===== src/hw/lpp_regs.vh =====
/*
  Constants for the link-side PHY port: speed codes, control-line codes,
  link-request framing and cycle timing.
  Assumes inclusion by bare name from the design files under hw/.
*/
`ifndef LPP_REGS_VH
`define LPP_REGS_VH

// ----------------------------------------------------------------------
// Speed codes
// ----------------------------------------------------------------------
`define LPP_SPD_100      2'h0
`define LPP_SPD_200      2'h1
`define LPP_SPD_400      2'h2

// ----------------------------------------------------------------------
// Control line codes
// ----------------------------------------------------------------------
`define LPP_CTL_IDLE     2'h0
`define LPP_CTL_STATUS   2'h1
`define LPP_CTL_RECEIVE  2'h2
`define LPP_CTL_GRANT    2'h3
`define LPP_CTL_TRANSMIT 2'h1

// ----------------------------------------------------------------------
// Link request framing
// ----------------------------------------------------------------------
`define LPP_LINK_REQUEST_LEN     5'h11
`define LPP_LINK_REQUEST_BUS     3'h1
`define LPP_LINK_REQUEST_READ    3'h5
`define LPP_LINK_REQUEST_WRITE   3'h6

// ----------------------------------------------------------------------
// Timing and transmit buffer depth
// ----------------------------------------------------------------------
`define LPP_CLK_PERIOD_NS   40
`define LPP_BUS_CYCLE_NS    125000
`define LPP_FIFO_DEPTH      32

`endif


===== src/hw/lpp_port.v =====
/*
  Link-side port toward a serial-bus PHY: link request, control and data
  lines, received byte assembly, half-rate aux clock and bus cycle tick.
  Assumes all inputs are synchronous to i_ref_clk and the PHY keeps the
  published link/PHY handshake.
*/
`timescale 1ns/1ps
`include "lpp_regs.vh"

module lpp_port #(
  parameter FIFO_DEPTH = `LPP_FIFO_DEPTH,
  parameter FIFO_AW    = 5
) (
  input  wire       i_ref_clk,
  input  wire       i_rst,
  input  wire [1:0] i_speed,
  input  wire [7:0] i_tx_data,
  input  wire       i_tx_last,
  input  wire       i_tx_valid,
  output wire       o_tx_ready,
  input  wire       i_reg_req,
  input  wire       i_reg_write,
  input  wire [3:0] i_reg_addr,
  input  wire [7:0] i_reg_wdata,
  output wire       o_reg_ready,
  output reg  [7:0] o_rx_data,
  output reg        o_rx_valid,
  output reg        o_rx_end,
  output reg  [7:0] o_status_data,
  output reg        o_status_valid,
  input  wire [0:1] i_link_phy_control_lines,
  output reg  [0:1] o_link_phy_control_lines,
  output reg        o_link_phy_control_lines_oe,
  input  wire [0:7] i_phy_data,
  output reg  [0:7] o_phy_data,
  output reg        o_phy_data_oe,
  output reg        o_link_request,
  input  wire       i_iso_select_n,
  output reg        o_bushold_enable,
  output reg        o_half_rate_aux_clock,
  input  wire       i_external_cycle_start,
  input  wire       i_cycle_source_ext,
  output reg        o_cycle_tick_output
);

  // ----------------------------------------------------------------------
  // Constants and state
  // ----------------------------------------------------------------------
  localparam [2:0] S_IDLE = 3'h0;
  localparam [2:0] S_REQ  = 3'h1;
  localparam [2:0] S_WAIT = 3'h2;
  localparam [2:0] S_TX   = 3'h3;
  localparam [2:0] S_END  = 3'h4;

  localparam integer CYCLE_CLKS = `LPP_BUS_CYCLE_NS / `LPP_CLK_PERIOD_NS;
  localparam integer CYCLE_END  = CYCLE_CLKS - 1;
  localparam [11:0]  CYCLE_LAST = CYCLE_END[11:0];

  reg  [2:0]  state_reg;
  reg  [16:0] link_request_sh_reg;
  reg  [4:0]  link_request_cnt_reg;
  reg         link_request_bus_reg;
  reg  [7:0]  tx_sh_reg;
  reg  [1:0]  tx_beat_reg;
  reg         tx_last_reg;
  reg  [7:0]  rx_acc_reg;
  reg  [1:0]  rx_beat_reg;
  reg         rx_act_reg;
  reg  [11:0] cyc_cnt_reg;
  reg         ext_prev_reg;

  wire [8:0] fifo_data;
  wire       fifo_valid;
  wire       fifo_pop;
  wire [1:0] beats_m1;
  wire       ctl_grant;
  wire       ctl_receive;
  wire       ctl_status;
  wire       ext_edge;

  // A beat count of four, two or one per byte follows the active lanes.
  assign beats_m1 = (i_speed == `LPP_SPD_100) ? 2'h3 :
                    (i_speed == `LPP_SPD_200) ? 2'h1 : 2'h0;

  // Control inputs are only meaningful while the PHY owns the lines.
  assign ctl_grant   = !o_link_phy_control_lines_oe && (i_link_phy_control_lines == `LPP_CTL_GRANT);
  assign ctl_receive = !o_link_phy_control_lines_oe && (i_link_phy_control_lines == `LPP_CTL_RECEIVE);
  assign ctl_status  = !o_link_phy_control_lines_oe && (i_link_phy_control_lines == `LPP_CTL_STATUS);

  assign o_reg_ready = (state_reg == S_IDLE);
  assign fifo_pop    = (state_reg == S_TX) && (tx_beat_reg == 2'h0) && fifo_valid;
  assign ext_edge    = i_external_cycle_start && !ext_prev_reg;

  // ----------------------------------------------------------------------
  // Transmit buffer
  // ----------------------------------------------------------------------
  lpp_fifo #(
    .DW    (9),
    .DEPTH (FIFO_DEPTH),
    .AW    (FIFO_AW)
  ) u_fifo (
    .i_ref_clk  (i_ref_clk),
    .i_rst      (i_rst),
    .i_wr_data  ({i_tx_last, i_tx_data}),
    .i_wr_valid (i_tx_valid),
    .o_wr_ready (o_tx_ready),
    .o_rd_data  (fifo_data),
    .o_rd_valid (fifo_valid),
    .i_rd_ready (fifo_pop)
  );

  // Lane zero is the MSB, so a byte's top bits land on the low lane indices.
  function [0:7] lane_place;
    input [7:0] byte_in;
    input [1:0] spd;
    begin
      case (spd)
        `LPP_SPD_100: lane_place = {byte_in[7:6], 6'h00};
        `LPP_SPD_200: lane_place = {byte_in[7:4], 4'h0};
        default:      lane_place = byte_in;
      endcase
    end
  endfunction

  // ----------------------------------------------------------------------
  // Request, grant and transmit sequence
  // ----------------------------------------------------------------------
  always @(posedge i_ref_clk or posedge i_rst)
  begin
    if (i_rst)
    begin
      state_reg                   <= S_IDLE;
      link_request_sh_reg                 <= 17'h00000;
      link_request_cnt_reg                <= 5'h00;
      link_request_bus_reg                <= 1'b0;
      o_link_request              <= 1'b0;
      tx_sh_reg                   <= 8'h00;
      tx_beat_reg                 <= 2'h0;
      tx_last_reg                 <= 1'b0;
      o_phy_data                  <= 8'h00;
      o_phy_data_oe               <= 1'b0;
      o_link_phy_control_lines    <= `LPP_CTL_IDLE;
      o_link_phy_control_lines_oe <= 1'b0;
    end
    else
    begin
      case (state_reg)
        S_IDLE:
        begin
          // Register access is served ahead of a pending packet.
          if (i_reg_req)
          begin
            link_request_sh_reg  <= {1'b1, (i_reg_write ? `LPP_LINK_REQUEST_WRITE : `LPP_LINK_REQUEST_READ),
                             i_reg_addr, i_reg_wdata, 1'b0};
            link_request_cnt_reg <= `LPP_LINK_REQUEST_LEN;
            link_request_bus_reg <= 1'b0;
            state_reg    <= S_REQ;
          end
          else if (fifo_valid)
          begin
            link_request_sh_reg  <= {1'b1, `LPP_LINK_REQUEST_BUS, 13'h0000};
            link_request_bus_reg <= 1'b1;
            link_request_cnt_reg <= `LPP_LINK_REQUEST_LEN;
            state_reg    <= S_REQ;
          end
        end
        S_REQ:
        begin
          o_link_request <= link_request_sh_reg[16];
          link_request_sh_reg    <= {link_request_sh_reg[15:0], 1'b0};
          link_request_cnt_reg   <= link_request_cnt_reg - 5'h01;
          // The type field has shifted out by the last bit, so the request kind is kept aside.
          if (link_request_cnt_reg == 5'h01)
            state_reg <= link_request_bus_reg ? S_WAIT : S_IDLE;
        end
        S_WAIT:
        begin
          o_link_request <= 1'b0;
          if (ctl_grant)
          begin
            o_link_phy_control_lines    <= `LPP_CTL_TRANSMIT;
            o_link_phy_control_lines_oe <= 1'b1;
            o_phy_data                  <= 8'h00;
            o_phy_data_oe               <= 1'b1;
            tx_beat_reg                 <= 2'h0;
            state_reg                   <= S_TX;
          end
        end
        S_TX:
        begin
          if (tx_beat_reg != 2'h0)
          begin
            o_phy_data  <= lane_place(tx_sh_reg, i_speed);
            tx_sh_reg   <= (i_speed == `LPP_SPD_100) ? {tx_sh_reg[5:0], 2'h0} : {tx_sh_reg[3:0], 4'h0};
            tx_beat_reg <= tx_beat_reg - 2'h1;
            if (tx_beat_reg == 2'h1 && tx_last_reg)
              state_reg <= S_END;
          end
          else if (fifo_valid)
          begin
            o_phy_data  <= lane_place(fifo_data[7:0], i_speed);
            tx_sh_reg   <= (i_speed == `LPP_SPD_100) ? {fifo_data[5:0], 2'h0} : {fifo_data[3:0], 4'h0};
            tx_beat_reg <= beats_m1;
            tx_last_reg <= fifo_data[8];
            if (beats_m1 == 2'h0 && fifo_data[8])
              state_reg <= S_END;
          end
          else
          begin
            // Underrun: hold transmit with zero data until the buffer refills.
            o_phy_data <= 8'h00;
          end
        end
        S_END:
        begin
          // One idle cycle ends the packet before the lines are handed back.
          if (o_link_phy_control_lines == `LPP_CTL_TRANSMIT)
          begin
            o_link_phy_control_lines <= `LPP_CTL_IDLE;
            o_phy_data               <= 8'h00;
          end
          else
          begin
            o_link_phy_control_lines_oe <= 1'b0;
            o_phy_data_oe               <= 1'b0;
            tx_last_reg                 <= 1'b0;
            state_reg                   <= S_IDLE;
          end
        end
        default:
          state_reg <= S_IDLE;
      endcase
    end
  end

  // ----------------------------------------------------------------------
  // Receive and status capture
  // ----------------------------------------------------------------------
  always @(posedge i_ref_clk or posedge i_rst)
  begin
    if (i_rst)
    begin
      rx_acc_reg     <= 8'h00;
      rx_beat_reg    <= 2'h0;
      rx_act_reg     <= 1'b0;
      o_rx_data      <= 8'h00;
      o_rx_valid     <= 1'b0;
      o_rx_end       <= 1'b0;
      o_status_data  <= 8'h00;
      o_status_valid <= 1'b0;
    end
    else
    begin
      o_rx_valid     <= 1'b0;
      o_rx_end       <= rx_act_reg && !ctl_receive;
      rx_act_reg     <= ctl_receive;
      o_status_valid <= ctl_status;
      if (ctl_status)
        o_status_data <= i_phy_data;
      if (ctl_receive)
      begin
        if (rx_beat_reg == beats_m1)
        begin
          rx_beat_reg <= 2'h0;
          o_rx_valid  <= 1'b1;
          case (i_speed)
            `LPP_SPD_100: o_rx_data <= {rx_acc_reg[5:0], i_phy_data[0:1]};
            `LPP_SPD_200: o_rx_data <= {rx_acc_reg[3:0], i_phy_data[0:3]};
            default:      o_rx_data <= i_phy_data;
          endcase
        end
        else
        begin
          rx_beat_reg <= rx_beat_reg + 2'h1;
          rx_acc_reg  <= (i_speed == `LPP_SPD_100) ? {rx_acc_reg[5:0], i_phy_data[0:1]}
                                                 : {rx_acc_reg[3:0], i_phy_data[0:3]};
        end
      end
      else
        rx_beat_reg <= 2'h0;
    end
  end

  // ----------------------------------------------------------------------
  // Aux clock, isolation and cycle tick
  // ----------------------------------------------------------------------
  always @(posedge i_ref_clk or posedge i_rst)
  begin
    if (i_rst)
    begin
      o_half_rate_aux_clock <= 1'b0;
      o_bushold_enable      <= 1'b0;
      cyc_cnt_reg           <= 12'h000;
      ext_prev_reg          <= 1'b0;
      o_cycle_tick_output   <= 1'b0;
    end
    else
    begin
      o_half_rate_aux_clock <= !o_half_rate_aux_clock;
      o_bushold_enable      <= i_iso_select_n;
      ext_prev_reg          <= i_external_cycle_start;
      // An external start realigns the internal timer so switching back is seamless.
      if (i_cycle_source_ext)
      begin
        o_cycle_tick_output <= ext_edge;
        if (ext_edge)
          cyc_cnt_reg <= 12'h000;
        else if (cyc_cnt_reg != CYCLE_LAST)
          cyc_cnt_reg <= cyc_cnt_reg + 12'h001;
      end
      else
      begin
        o_cycle_tick_output <= (cyc_cnt_reg == CYCLE_LAST);
        cyc_cnt_reg         <= (cyc_cnt_reg == CYCLE_LAST) ? 12'h000 : cyc_cnt_reg + 12'h001;
      end
    end
  end

endmodule


===== src/hw/lpp_fifo.v =====
/*
  Synchronous FIFO with valid/ready on both sides, used in the transmit
  data path of the link-side PHY port.
  Assumes one clock and an asynchronous active-high reset.
*/
`timescale 1ns/1ps

module lpp_fifo #(
  parameter DW    = 9,
  parameter DEPTH = 32,
  parameter AW    = 5
) (
  input  wire          i_ref_clk,
  input  wire          i_rst,
  input  wire [DW-1:0] i_wr_data,
  input  wire          i_wr_valid,
  output wire          o_wr_ready,
  output wire [DW-1:0] o_rd_data,
  output wire          o_rd_valid,
  input  wire          i_rd_ready
);

  reg [DW-1:0] mem [0:DEPTH-1];
  reg [AW-1:0] wr_ptr_reg;
  reg [AW-1:0] rd_ptr_reg;
  reg [AW:0]   count_reg;

  wire push = i_wr_valid && o_wr_ready;
  wire pop  = o_rd_valid && i_rd_ready;

  assign o_wr_ready = (count_reg != DEPTH[AW:0]);
  assign o_rd_valid = (count_reg != {(AW+1){1'b0}});
  assign o_rd_data  = mem[rd_ptr_reg];

  always @(posedge i_ref_clk)
  begin
    if (push)
      mem[wr_ptr_reg] <= i_wr_data;
  end

  always @(posedge i_ref_clk or posedge i_rst)
  begin
    if (i_rst)
    begin
      wr_ptr_reg <= {AW{1'b0}};
      rd_ptr_reg <= {AW{1'b0}};
      count_reg  <= {(AW+1){1'b0}};
    end
    else
    begin
      if (push)
        wr_ptr_reg <= (wr_ptr_reg == DEPTH[AW-1:0] - 1'b1) ? {AW{1'b0}} : wr_ptr_reg + 1'b1;
      if (pop)
        rd_ptr_reg <= (rd_ptr_reg == DEPTH[AW-1:0] - 1'b1) ? {AW{1'b0}} : rd_ptr_reg + 1'b1;
      if (push && !pop)
        count_reg <= count_reg + 1'b1;
      else if (pop && !push)
        count_reg <= count_reg - 1'b1;
    end
  end

endmodule


===== config.mk =====
export PLATFORM = sky130hd
export DESIGN_NAME = lpp_port
export DESIGN_NICKNAME = d
export VERILOG_FILES = /design/src/hw/lpp_port.v /design/src/hw/lpp_fifo.v
export VERILOG_INCLUDE_DIRS = /design/src /design/src/hw
export SDC_FILE = /design/constraint.sdc
export NUM_CORES = 1
export LEC_CHECK = 0
export BUFFER_PORTS_ARGS = -buffer_cell sky130_fd_sc_hd__buf_2
export CAP_MARGIN = 0
export CORE_AREA = 2 2 168 170
export DETAILED_ROUTE_END_ITERATION = 16
export DIE_AREA = 0 0 170 172
export PLACE_DENSITY_LB_ADDON = 0.12
export SYNTH_ARGS = -nofsm -noshare
export SYNTH_HDL_FRONTEND = slang
export SYNTH_SLANG_ARGS = --single-unit
export TNS_END_PERCENT = 30

===== constraint.sdc =====
create_clock -name i_ref_clk -period 6.5 [get_ports i_ref_clk]
set_clock_uncertainty 0.05 [all_clocks]
set_input_delay 0.325 -clock i_ref_clk [delete_from_list [all_inputs] [get_ports i_ref_clk]]
set_output_delay 0.325 -clock i_ref_clk [all_outputs]
set_load 0.02 [all_outputs]

==> results of run 1 <==
==> layer usage <==
layer	vias up	wire [um]	track usage
met5	-	0	0
met3	62	2520	0.0410
met2	360	16800	0.402
met1	4755	14300	0.342
met4	0	833	0.0725
li1	4193	-	-
==> synthesized netlist by cell type, types with 24 or more instances <==
cell                       count
sky130_fd_sc_hd__a31oi_1      27
sky130_fd_sc_hd__nor2_1       94
sky130_fd_sc_hd__edfxtp_1    288
sky130_fd_sc_hd__nand2_1      76
sky130_fd_sc_hd__inv_1        24
sky130_fd_sc_hd__nand3_1      24
sky130_fd_sc_hd__dfrtp_1     105
sky130_fd_sc_hd__a21oi_1      24
sky130_fd_sc_hd__o21ai_0      32
sky130_fd_sc_hd__mux2i_1      43
sky130_fd_sc_hd__mux4_2       62
sky130_fd_sc_hd__clkbuf_1     26
==> cell families after synthesis <==
kind of cell | after synthesis | synth area share
flops | 393 | 0.691
simple gates | 249 | 0.0702
compound gates | 160 | 0.0651
mux | 124 | 0.125
buf+inv | 82 | 0.0236
other cells | 1 | 0.000230
xor+xnor | 21 | 0.0113
fa+ha+maj | 17 | 0.0135
==> worst reg2reg max path, stage by stage, from the launching register on <==
cell,delay (ns)
sky130_fd_sc_hd__dfrtp_1,0.43
sky130_fd_sc_hd__or4_4,0.56
sky130_fd_sc_hd__nor3_1,0.24
sky130_fd_sc_hd__nor3_1,0.10
sky130_fd_sc_hd__buf_4,0.20
sky130_fd_sc_hd__inv_1,0.31
sky130_fd_sc_hd__ha_1,0.30
sky130_fd_sc_hd__inv_1,0.14
sky130_fd_sc_hd__ha_1,0.32
sky130_fd_sc_hd__a21o_1,0.18
sky130_fd_sc_hd__a21oi_1,0.24
sky130_fd_sc_hd__o21bai_1,0.12
sky130_fd_sc_hd__nand4_1,0.10
sky130_fd_sc_hd__o211ai_1,0.10
sky130_fd_sc_hd__xor2_1,0.15
==> layout make-up <==
| type | instances | share of cell area |
|---|---|---|
| sequential | 393 | 0.619 |
| multi-input combinational | 572 | 0.255 |
| clock buffer | 55 | 0.0621 |
| inverter | 25 | 0.00529 |
| tap | 346 | 0.0238 |
| timing repair buffer | 92 | 0.0292 |
| clock inverter | 20 | 0.00529 |
==> cells in the final DEF, fill, tap and decap left out, types with 7 or more instances in the layout <==
| master | count |
|---|---|
| sky130_fd_sc_hd__a21oi_1 | 24 |
| sky130_fd_sc_hd__clkbuf_1 | 11 |
| sky130_fd_sc_hd__dlygate4sd3_1 | 8 |
| sky130_fd_sc_hd__edfxtp_1 | 288 |
| sky130_fd_sc_hd__nand3_1 | 24 |
| sky130_fd_sc_hd__a22o_1 | 7 |
| sky130_fd_sc_hd__clkinv_1 | 8 |
| sky130_fd_sc_hd__mux2i_1 | 43 |
| sky130_fd_sc_hd__a22oi_1 | 11 |
| sky130_fd_sc_hd__nand2_1 | 76 |
| sky130_fd_sc_hd__o22ai_1 | 12 |
| sky130_fd_sc_hd__xnor2_1 | 16 |
| sky130_fd_sc_hd__o21ai_0 | 32 |
| sky130_fd_sc_hd__mux2_2 | 19 |
| sky130_fd_sc_hd__a211oi_1 | 13 |
| sky130_fd_sc_hd__nor2_1 | 94 |
| sky130_fd_sc_hd__ha_1 | 16 |
| sky130_fd_sc_hd__dfrtp_1 | 102 |
| sky130_fd_sc_hd__a31oi_1 | 27 |
| sky130_fd_sc_hd__mux4_2 | 62 |
| sky130_fd_sc_hd__clkinv_2 | 10 |
| sky130_fd_sc_hd__buf_2 | 76 |
| sky130_fd_sc_hd__buf_4 | 7 |
| sky130_fd_sc_hd__nor3_1 | 11 |
| sky130_fd_sc_hd__inv_1 | 23 |
| sky130_fd_sc_hd__nand3b_1 | 9 |
| sky130_fd_sc_hd__clkbuf_16 | 43 |
==> final timing paths <==
kind / endpoint / slack (ns)
min in group asynchronous: o_status_data[6] / 0.34
min: link_request_sh_reg[11] / 0.03
min reg2reg: o_half_rate_aux_clock / 0.36
max in group asynchronous: u_fifo.rd_ptr_reg[0] / 4.75
max reg2reg: u_fifo.count_reg[5] / 2.84
max: u_fifo.count_reg[5] / 2.84
==> through the flow <==
stage               setup WS (ns)  total power [uW]  cell area (um2)
floorplan                    3.19              4910            16300
global placement             2.97              5450            16900
detailed placement           2.83              5500            16900
CTS                          2.82              7650            18200
global route                 2.53              8000            18200
finish                       2.84              7600            18200
==> report_power, final <==
part | switching (uW) | total (uW) | internal [uW]
Sequential | 276 | 3330 | 3050
Combinational | 1220 | 2120 | 897
Clock | 932 | 2150 | 1220
==> repair_timing <==
item | 4_1_cts | 5_1_grt
hold endpoints to repair | 46 | 0
setup buffers | 0 | 0
gates resized for setup | 0 | 0
hold buffers | 8 | 0
==> out/metrics.yaml, run 1 <==
worstHoldStart: "i_reg_addr[2]"
postRouteWirelength_um: 34500
yosys_warnings: 0
synth_ff_type: "sky130_fd_sc_hd__edfxtp_1"
min_path_type: "input pin to register"
first_iter_violations: 848
final-seq-area_um2: 11300
place_hpwl_um: 21000
crit_path_max_fanout: 13
boundaryPins: 78
filler_instances: 1919
synthesis.instances: 1047
drt.antenna.violating_nets: 0
rows: 61
grt_overflow: 0
detail_route.first_pass.iterations: 5
via_count_of_the_first_global_routing_pass: 9356
clock_insertion_delay_worst_skew_ns: 0.53
postLayoutCoreUtil: 0.663
setup.worst_path.end_class: "register"
max_slew_margin: 0.228
arrival_ns: 4.01
post-route-period-util: 0.563
die-height_um: 172
cts_buffers: 42
power_leakage_uw: 0.00660
report.final.slew_viol_count: 0
detailroute.via_count: 9370
routed_via_density: 6.23
regToRegStartpoint: "u_fifo.count_reg[0]"
die_x_extent_um: 170
post_layout_nonfiller_instances: 1503
ctsRootBufferMaster: "sky130_fd_sc_hd__clkbuf_16"
worst_r2r_path_depth: 14
cts_buffer_depth: 3
hold_ws_ns: 0.0259
synth_enable_flop_cells: 288
outcome: "finished clean"
cp_cell_sequence: "or4_4, nor3_1, nor3_1, buf_4, inv_1, ha_1, inv_1, ha_1, a21o_1, a21oi_1, o21bai_1, nand4_1, o211ai_1, xor2_1"
grt_antenna_before_repair: 0
multi_input_area_um2: 4660
synth_largest_type_area_fraction: 0.530
routedWlPerCell_um: 23.0
worstSetupStartpointType: "register"
synth_async_sr_flop_share: 0.267
power_density_nw_per_um2: 417
final.setup.tns_ns: 0
initial_utilization: 0.594
max_capacitance_violation_count: 0
port_buffers: 76
nets: 1184
yosys_register_bits: 393
design.core.area_um2: 27500
wire_length_of_the_first_global_routing_pass_um: 53600
dp.cells: 1420
netlist_top_cells_area: "sky130_fd_sc_hd__edfxtp_1 (53%), sky130_fd_sc_hd__dfrtp_1 (16%), sky130_fd_sc_hd__mux4_2 (8.6%)"
largest_register_ff_count: 288
critical_path.max_stage_delay_ns: 0.56
layout_min_cycle_time_ns: 3.66
area.growth.synth_to_final_pct: 11.7
groute.usage.overall: 0.244
clock-sinks: 393
crit_cells: 14
whs_path_depth: 3
grt_setup_unrepaired: "false"
cts.clk_slew.worst_paths_ns: 0.06
worst-setup-path-type: "register to register"
power.ir.vdd_worst_v: 0.000245
critical_path_required_ns: 6.85
startpoint: "u_fifo.count_reg[0]"
globalplace.congestion: 0.824
synth_cell_type_count: 62
finalSetupViolCount: 0
cts_max_level: 2
critical_path_cell_with_the_highest_stage_delay: "sky130_fd_sc_hd__or4_4"
seq_area_frac_synth: 0.691
hold_viol: 0
synth.net_count: 1105
worst-path-buf-inv: 3
avgSynthCellArea_um2: 15.6
pin_count_of_the_biggest_net_entering_global_routing: 73
crit_family: "simple AND/OR/NAND/NOR gates"
max_clock_freq_mhz: 273
num_antenna_cells: 0
drc_violation_count_after_routing: 0
drive_above_1_share: 0.205
clock_tree_from_tritoncts: "yes"
die_area_um2: 29200
synth.cell_area_um2: 16300
worst-slew-pin-transition_ns: 1.15
synth_top_cell_by_area: "sky130_fd_sc_hd__edfxtp_1"
No activity file was read; power rests on OpenSTA's default activity.
==> run 2: changes to the inputs <==
--- a/config.mk
+++ b/config.mk
@@ -8,9 +8,9 @@
 export LEC_CHECK = 0
 export BUFFER_PORTS_ARGS = -buffer_cell sky130_fd_sc_hd__buf_2
 export CAP_MARGIN = 0
-export CORE_AREA = 2 2 168 170
+export CORE_AREA = 2 2 176 178
 export DETAILED_ROUTE_END_ITERATION = 16
-export DIE_AREA = 0 0 170 172
+export DIE_AREA = 0 0 178 180
 export PLACE_DENSITY_LB_ADDON = 0.12
 export SYNTH_ARGS = -nofsm -noshare
 export SYNTH_HDL_FRONTEND = slang
==> constraint.sdc (replaced) <==
create_clock -name i_ref_clk -period 3.1 [get_ports i_ref_clk]
set_clock_uncertainty 0.05 [all_clocks]
set_input_delay 0.155 -clock i_ref_clk [delete_from_list [all_inputs] [get_ports i_ref_clk]]
set_output_delay 0.155 -clock i_ref_clk [all_outputs]
set_load 0.02 [all_outputs]
==> run 2 against run 1 <==
Maximum frequency rose by 24%; via count rose by 0.80%; sequential share of layout area fell by 2.5 points; global-route usage fell by 2.1 points; critical path depth fell by 1; routed wire length rose by 2.5%; core utilization fell by 3.5 points; largest cell class unchanged; highest routed layer unchanged.
==> out/metrics.yaml, run 2 (same netlist as run 1, synthesis figures left out) <==
cts.clk_slew.worst_paths_ns: 0.06  # about the same
cts_buffers: 42  # unchanged
cp_cell_sequence: "or4_4, or3b_4, nand2_2, inv_2, ha_2, inv_4, ha_1, a21o_1, a21oi_2, o21bai_2, nand4_1, o211ai_1, xor2_1"  # was or4_4, nor3_1, nor3_1, buf_4, inv_1, ha_1, inv_1, ha_1, a21o_1, a21oi_1, o21bai_1, nand4_1, o211ai_1, xor2_1
die_area_um2: 32000  # was 29,200 um2
detail_route.first_pass.iterations: 5  # unchanged
finalSetupViolCount: 0  # unchanged
clock-sinks: 393  # unchanged
placed_inst_area_um2: 17300  # was 16,900 um2
drt.antenna.violating_nets: 0  # unchanged
worst-slew-pin-transition_ns: 1.03  # was 1.15 ns
nets: 1245  # was 1,184
detailroute.via_count: 9445  # was 9,370
num_antenna_cells: 0  # unchanged
setup.worst_path.end_class: "register"  # unchanged
worst-setup-path-type: "register to register"  # unchanged
post-route-period-util: 0.954  # was 0.563
layout_min_cycle_time_ns: 2.96  # was 3.66 ns
area.growth.synth_to_final_pct: 16.3  # was 11.7%
max_clock_freq_mhz: 338  # was 273 MHz
largest_register_ff_count: 288  # unchanged
min_path_type: "input pin to register"  # unchanged
first_iter_violations: 702  # was 848
worstSetupStartpointType: "register"  # unchanged
boundaryPins: 78  # unchanged
globalplace.congestion: 0.821  # was 0.824
final_common_cell: "sky130_fd_sc_hd__edfxtp_1"  # unchanged
postRouteWirelength_um: 35400  # was 34,500 um
layout.cells.most_common_list: "sky130_fd_sc_hd__edfxtp_1 (288), sky130_fd_sc_hd__dfrtp_1 (102), sky130_fd_sc_hd__nor2_1 (94)"  # unchanged
grt_antenna_before_repair: 0  # unchanged
crit_path_max_fanout: 5  # was 13
critical_path_required_ns: 3.44  # was 6.85 ns
max_capacitance_violation_count: 0  # unchanged
arrival_ns: 3.30  # was 4.01 ns
routedWlPerCell_um: 21.9  # was 23.0 um
drc_violation_count_after_routing: 0  # unchanged
wire_length_of_the_first_global_routing_pass_um: 53900  # was 53,600 um
clock_insertion_delay_worst_skew_ns: 0.53  # about the same
grt_overflow: 0  # unchanged
place_hpwl_um: 22300  # was 21,000 um
hold_viol: 0  # unchanged
power.ir.vdd_worst_v: 0.000557  # was 0.000245 V
via_count_of_the_first_global_routing_pass: 9429  # was 9,356
report.final.slew_viol_count: 0  # unchanged
port_buffers: 76  # unchanged
outcome: "finished clean"  # unchanged
critical_path_cell_with_the_highest_stage_delay: "sky130_fd_sc_hd__or4_4"  # unchanged
post-route-cell-area_um2: 19000  # was 18,200 um2
rows: 64  # was 61
cts_buffer_depth: 3  # unchanged
cts_max_level: 2  # unchanged
groute.usage.overall: 0.223  # was 0.244
routed_via_density: 5.85  # was 6.23
pin_count_of_the_biggest_net_entering_global_routing: 67  # was 73
die_x_extent_um: 178  # was 170 um
post_layout_nonfiller_instances: 1615  # was 1,503
clock_tree_from_tritoncts: "yes"  # unchanged
die-height_um: 180  # was 172 um
ctsRootBufferMaster: "sky130_fd_sc_hd__clkbuf_16"  # unchanged
design.core.area_um2: 30200  # was 27,500 um2
dp.cells: 1508  # was 1,420
drive_above_1_share: 0.235  # was 0.205
power_leakage_uw: 0.00695  # was 0.00660 uW
critical_path.max_stage_delay_ns: 0.55  # was 0.56 ns
max_slew_margin: 0.308  # was 0.228
initial_utilization: 0.540  # was 0.594
power_density_nw_per_um2: 880  # was 417 nW/um2
run 2: changes by cell type in the layout (fill, tap and decap cells not counted), sizes merged:
cell         previous run  this run
buf                    84       123
bufinv                  0         4
clkinv                 18        16
clkinvlp                1         0
dlygate4sd3             8        30
run 2: repair_timing:
action                                  in CTS  in global routing
setup buffers                                0                  1
gates resized for setup                      0                  4
endpoints found under the setup margin       0                  1
hold buffers                                30                  0
hold endpoints to repair                   105                  0
run 2: report_power, final:
| part | switching [uW] | internal, uW | total, uW | leakage [uW] |
|---|---|---|---|---|
| registers | 663 | 6390 | 7060 | 0.00389 |
| clock network | 1980 | 2930 | 4910 | 0.000666 |
| logic | 2580 | 2160 | 4740 | 0.00239 |
| total | 5220 | 11500 | 16700 | 0.00695 |
run 2: area by class of cell:
class / count / area, um2
Fill cell: 2191 / 11200
Inverter: 25 / 98.8
Tap cell: 396 / 495
Timing Repair Buffer: 153 / 1070
Multi-Input combinational cell: 572 / 4680
Clock buffer: 55 / 1140
Clock inverter: 21 / 216
Sequential cell: 393 / 11300
run 2: final timing paths:
kind | to | slack (ns) | cells after the start | startpoint
worst min register to register | o_half_rate_aux_clock | 0.36 | 1 | o_half_rate_aux_clock
worst max-delay path | u_fifo.count_reg[5] | 0.14 | 13 | u_fifo.count_reg[0]
max in group asynchronous | o_bushold_enable | 1.99 | 4 | i_rst
worst min-delay path | tx_beat_reg[0] | 0.05 | 4 | i_speed[1]
min in group asynchronous | rx_beat_reg[1] | 0.33 | 3 | i_rst
worst max register to register | u_fifo.count_reg[5] | 0.14 | 13 | u_fifo.count_reg[0]
run 2: through the flow:
stage          total power (uW)  worst slack [ns]  utilization  setup TNS [ns]  hold WS (ns)
2_1_floorplan             10300           0.00817            -               0         0.136
3_3_place_gp              11700             0.105        0.573               0         0.218
3_5_place_dp              11800            0.0412        0.573               0         0.228
4_1_cts                   16800            0.0303        0.628               0        0.0401
5_1_grt                   17500          -0.00996        0.629        -0.00996        0.0685
6_report                  16700             0.141        0.629               0        0.0550
run 2: layer usage:
metal	vias to the layer above	wire (um)	global-route usage
met1	4788	15700	0.316
met2	260	16800	0.358
met3	77	1710	0.0319
met4	0	1150	0.0751
met5	-	0	0
li1	4320	-	-
run 2: critical path: cells and delay by family (launching register included):
family          cells  cell delay, ns
simple gates        4            1.16
compound gates      4            0.55
fa+ha+maj           2            0.43
flops               1            0.37
xor+xnor            1            0.15
buf+inv             2            0.13
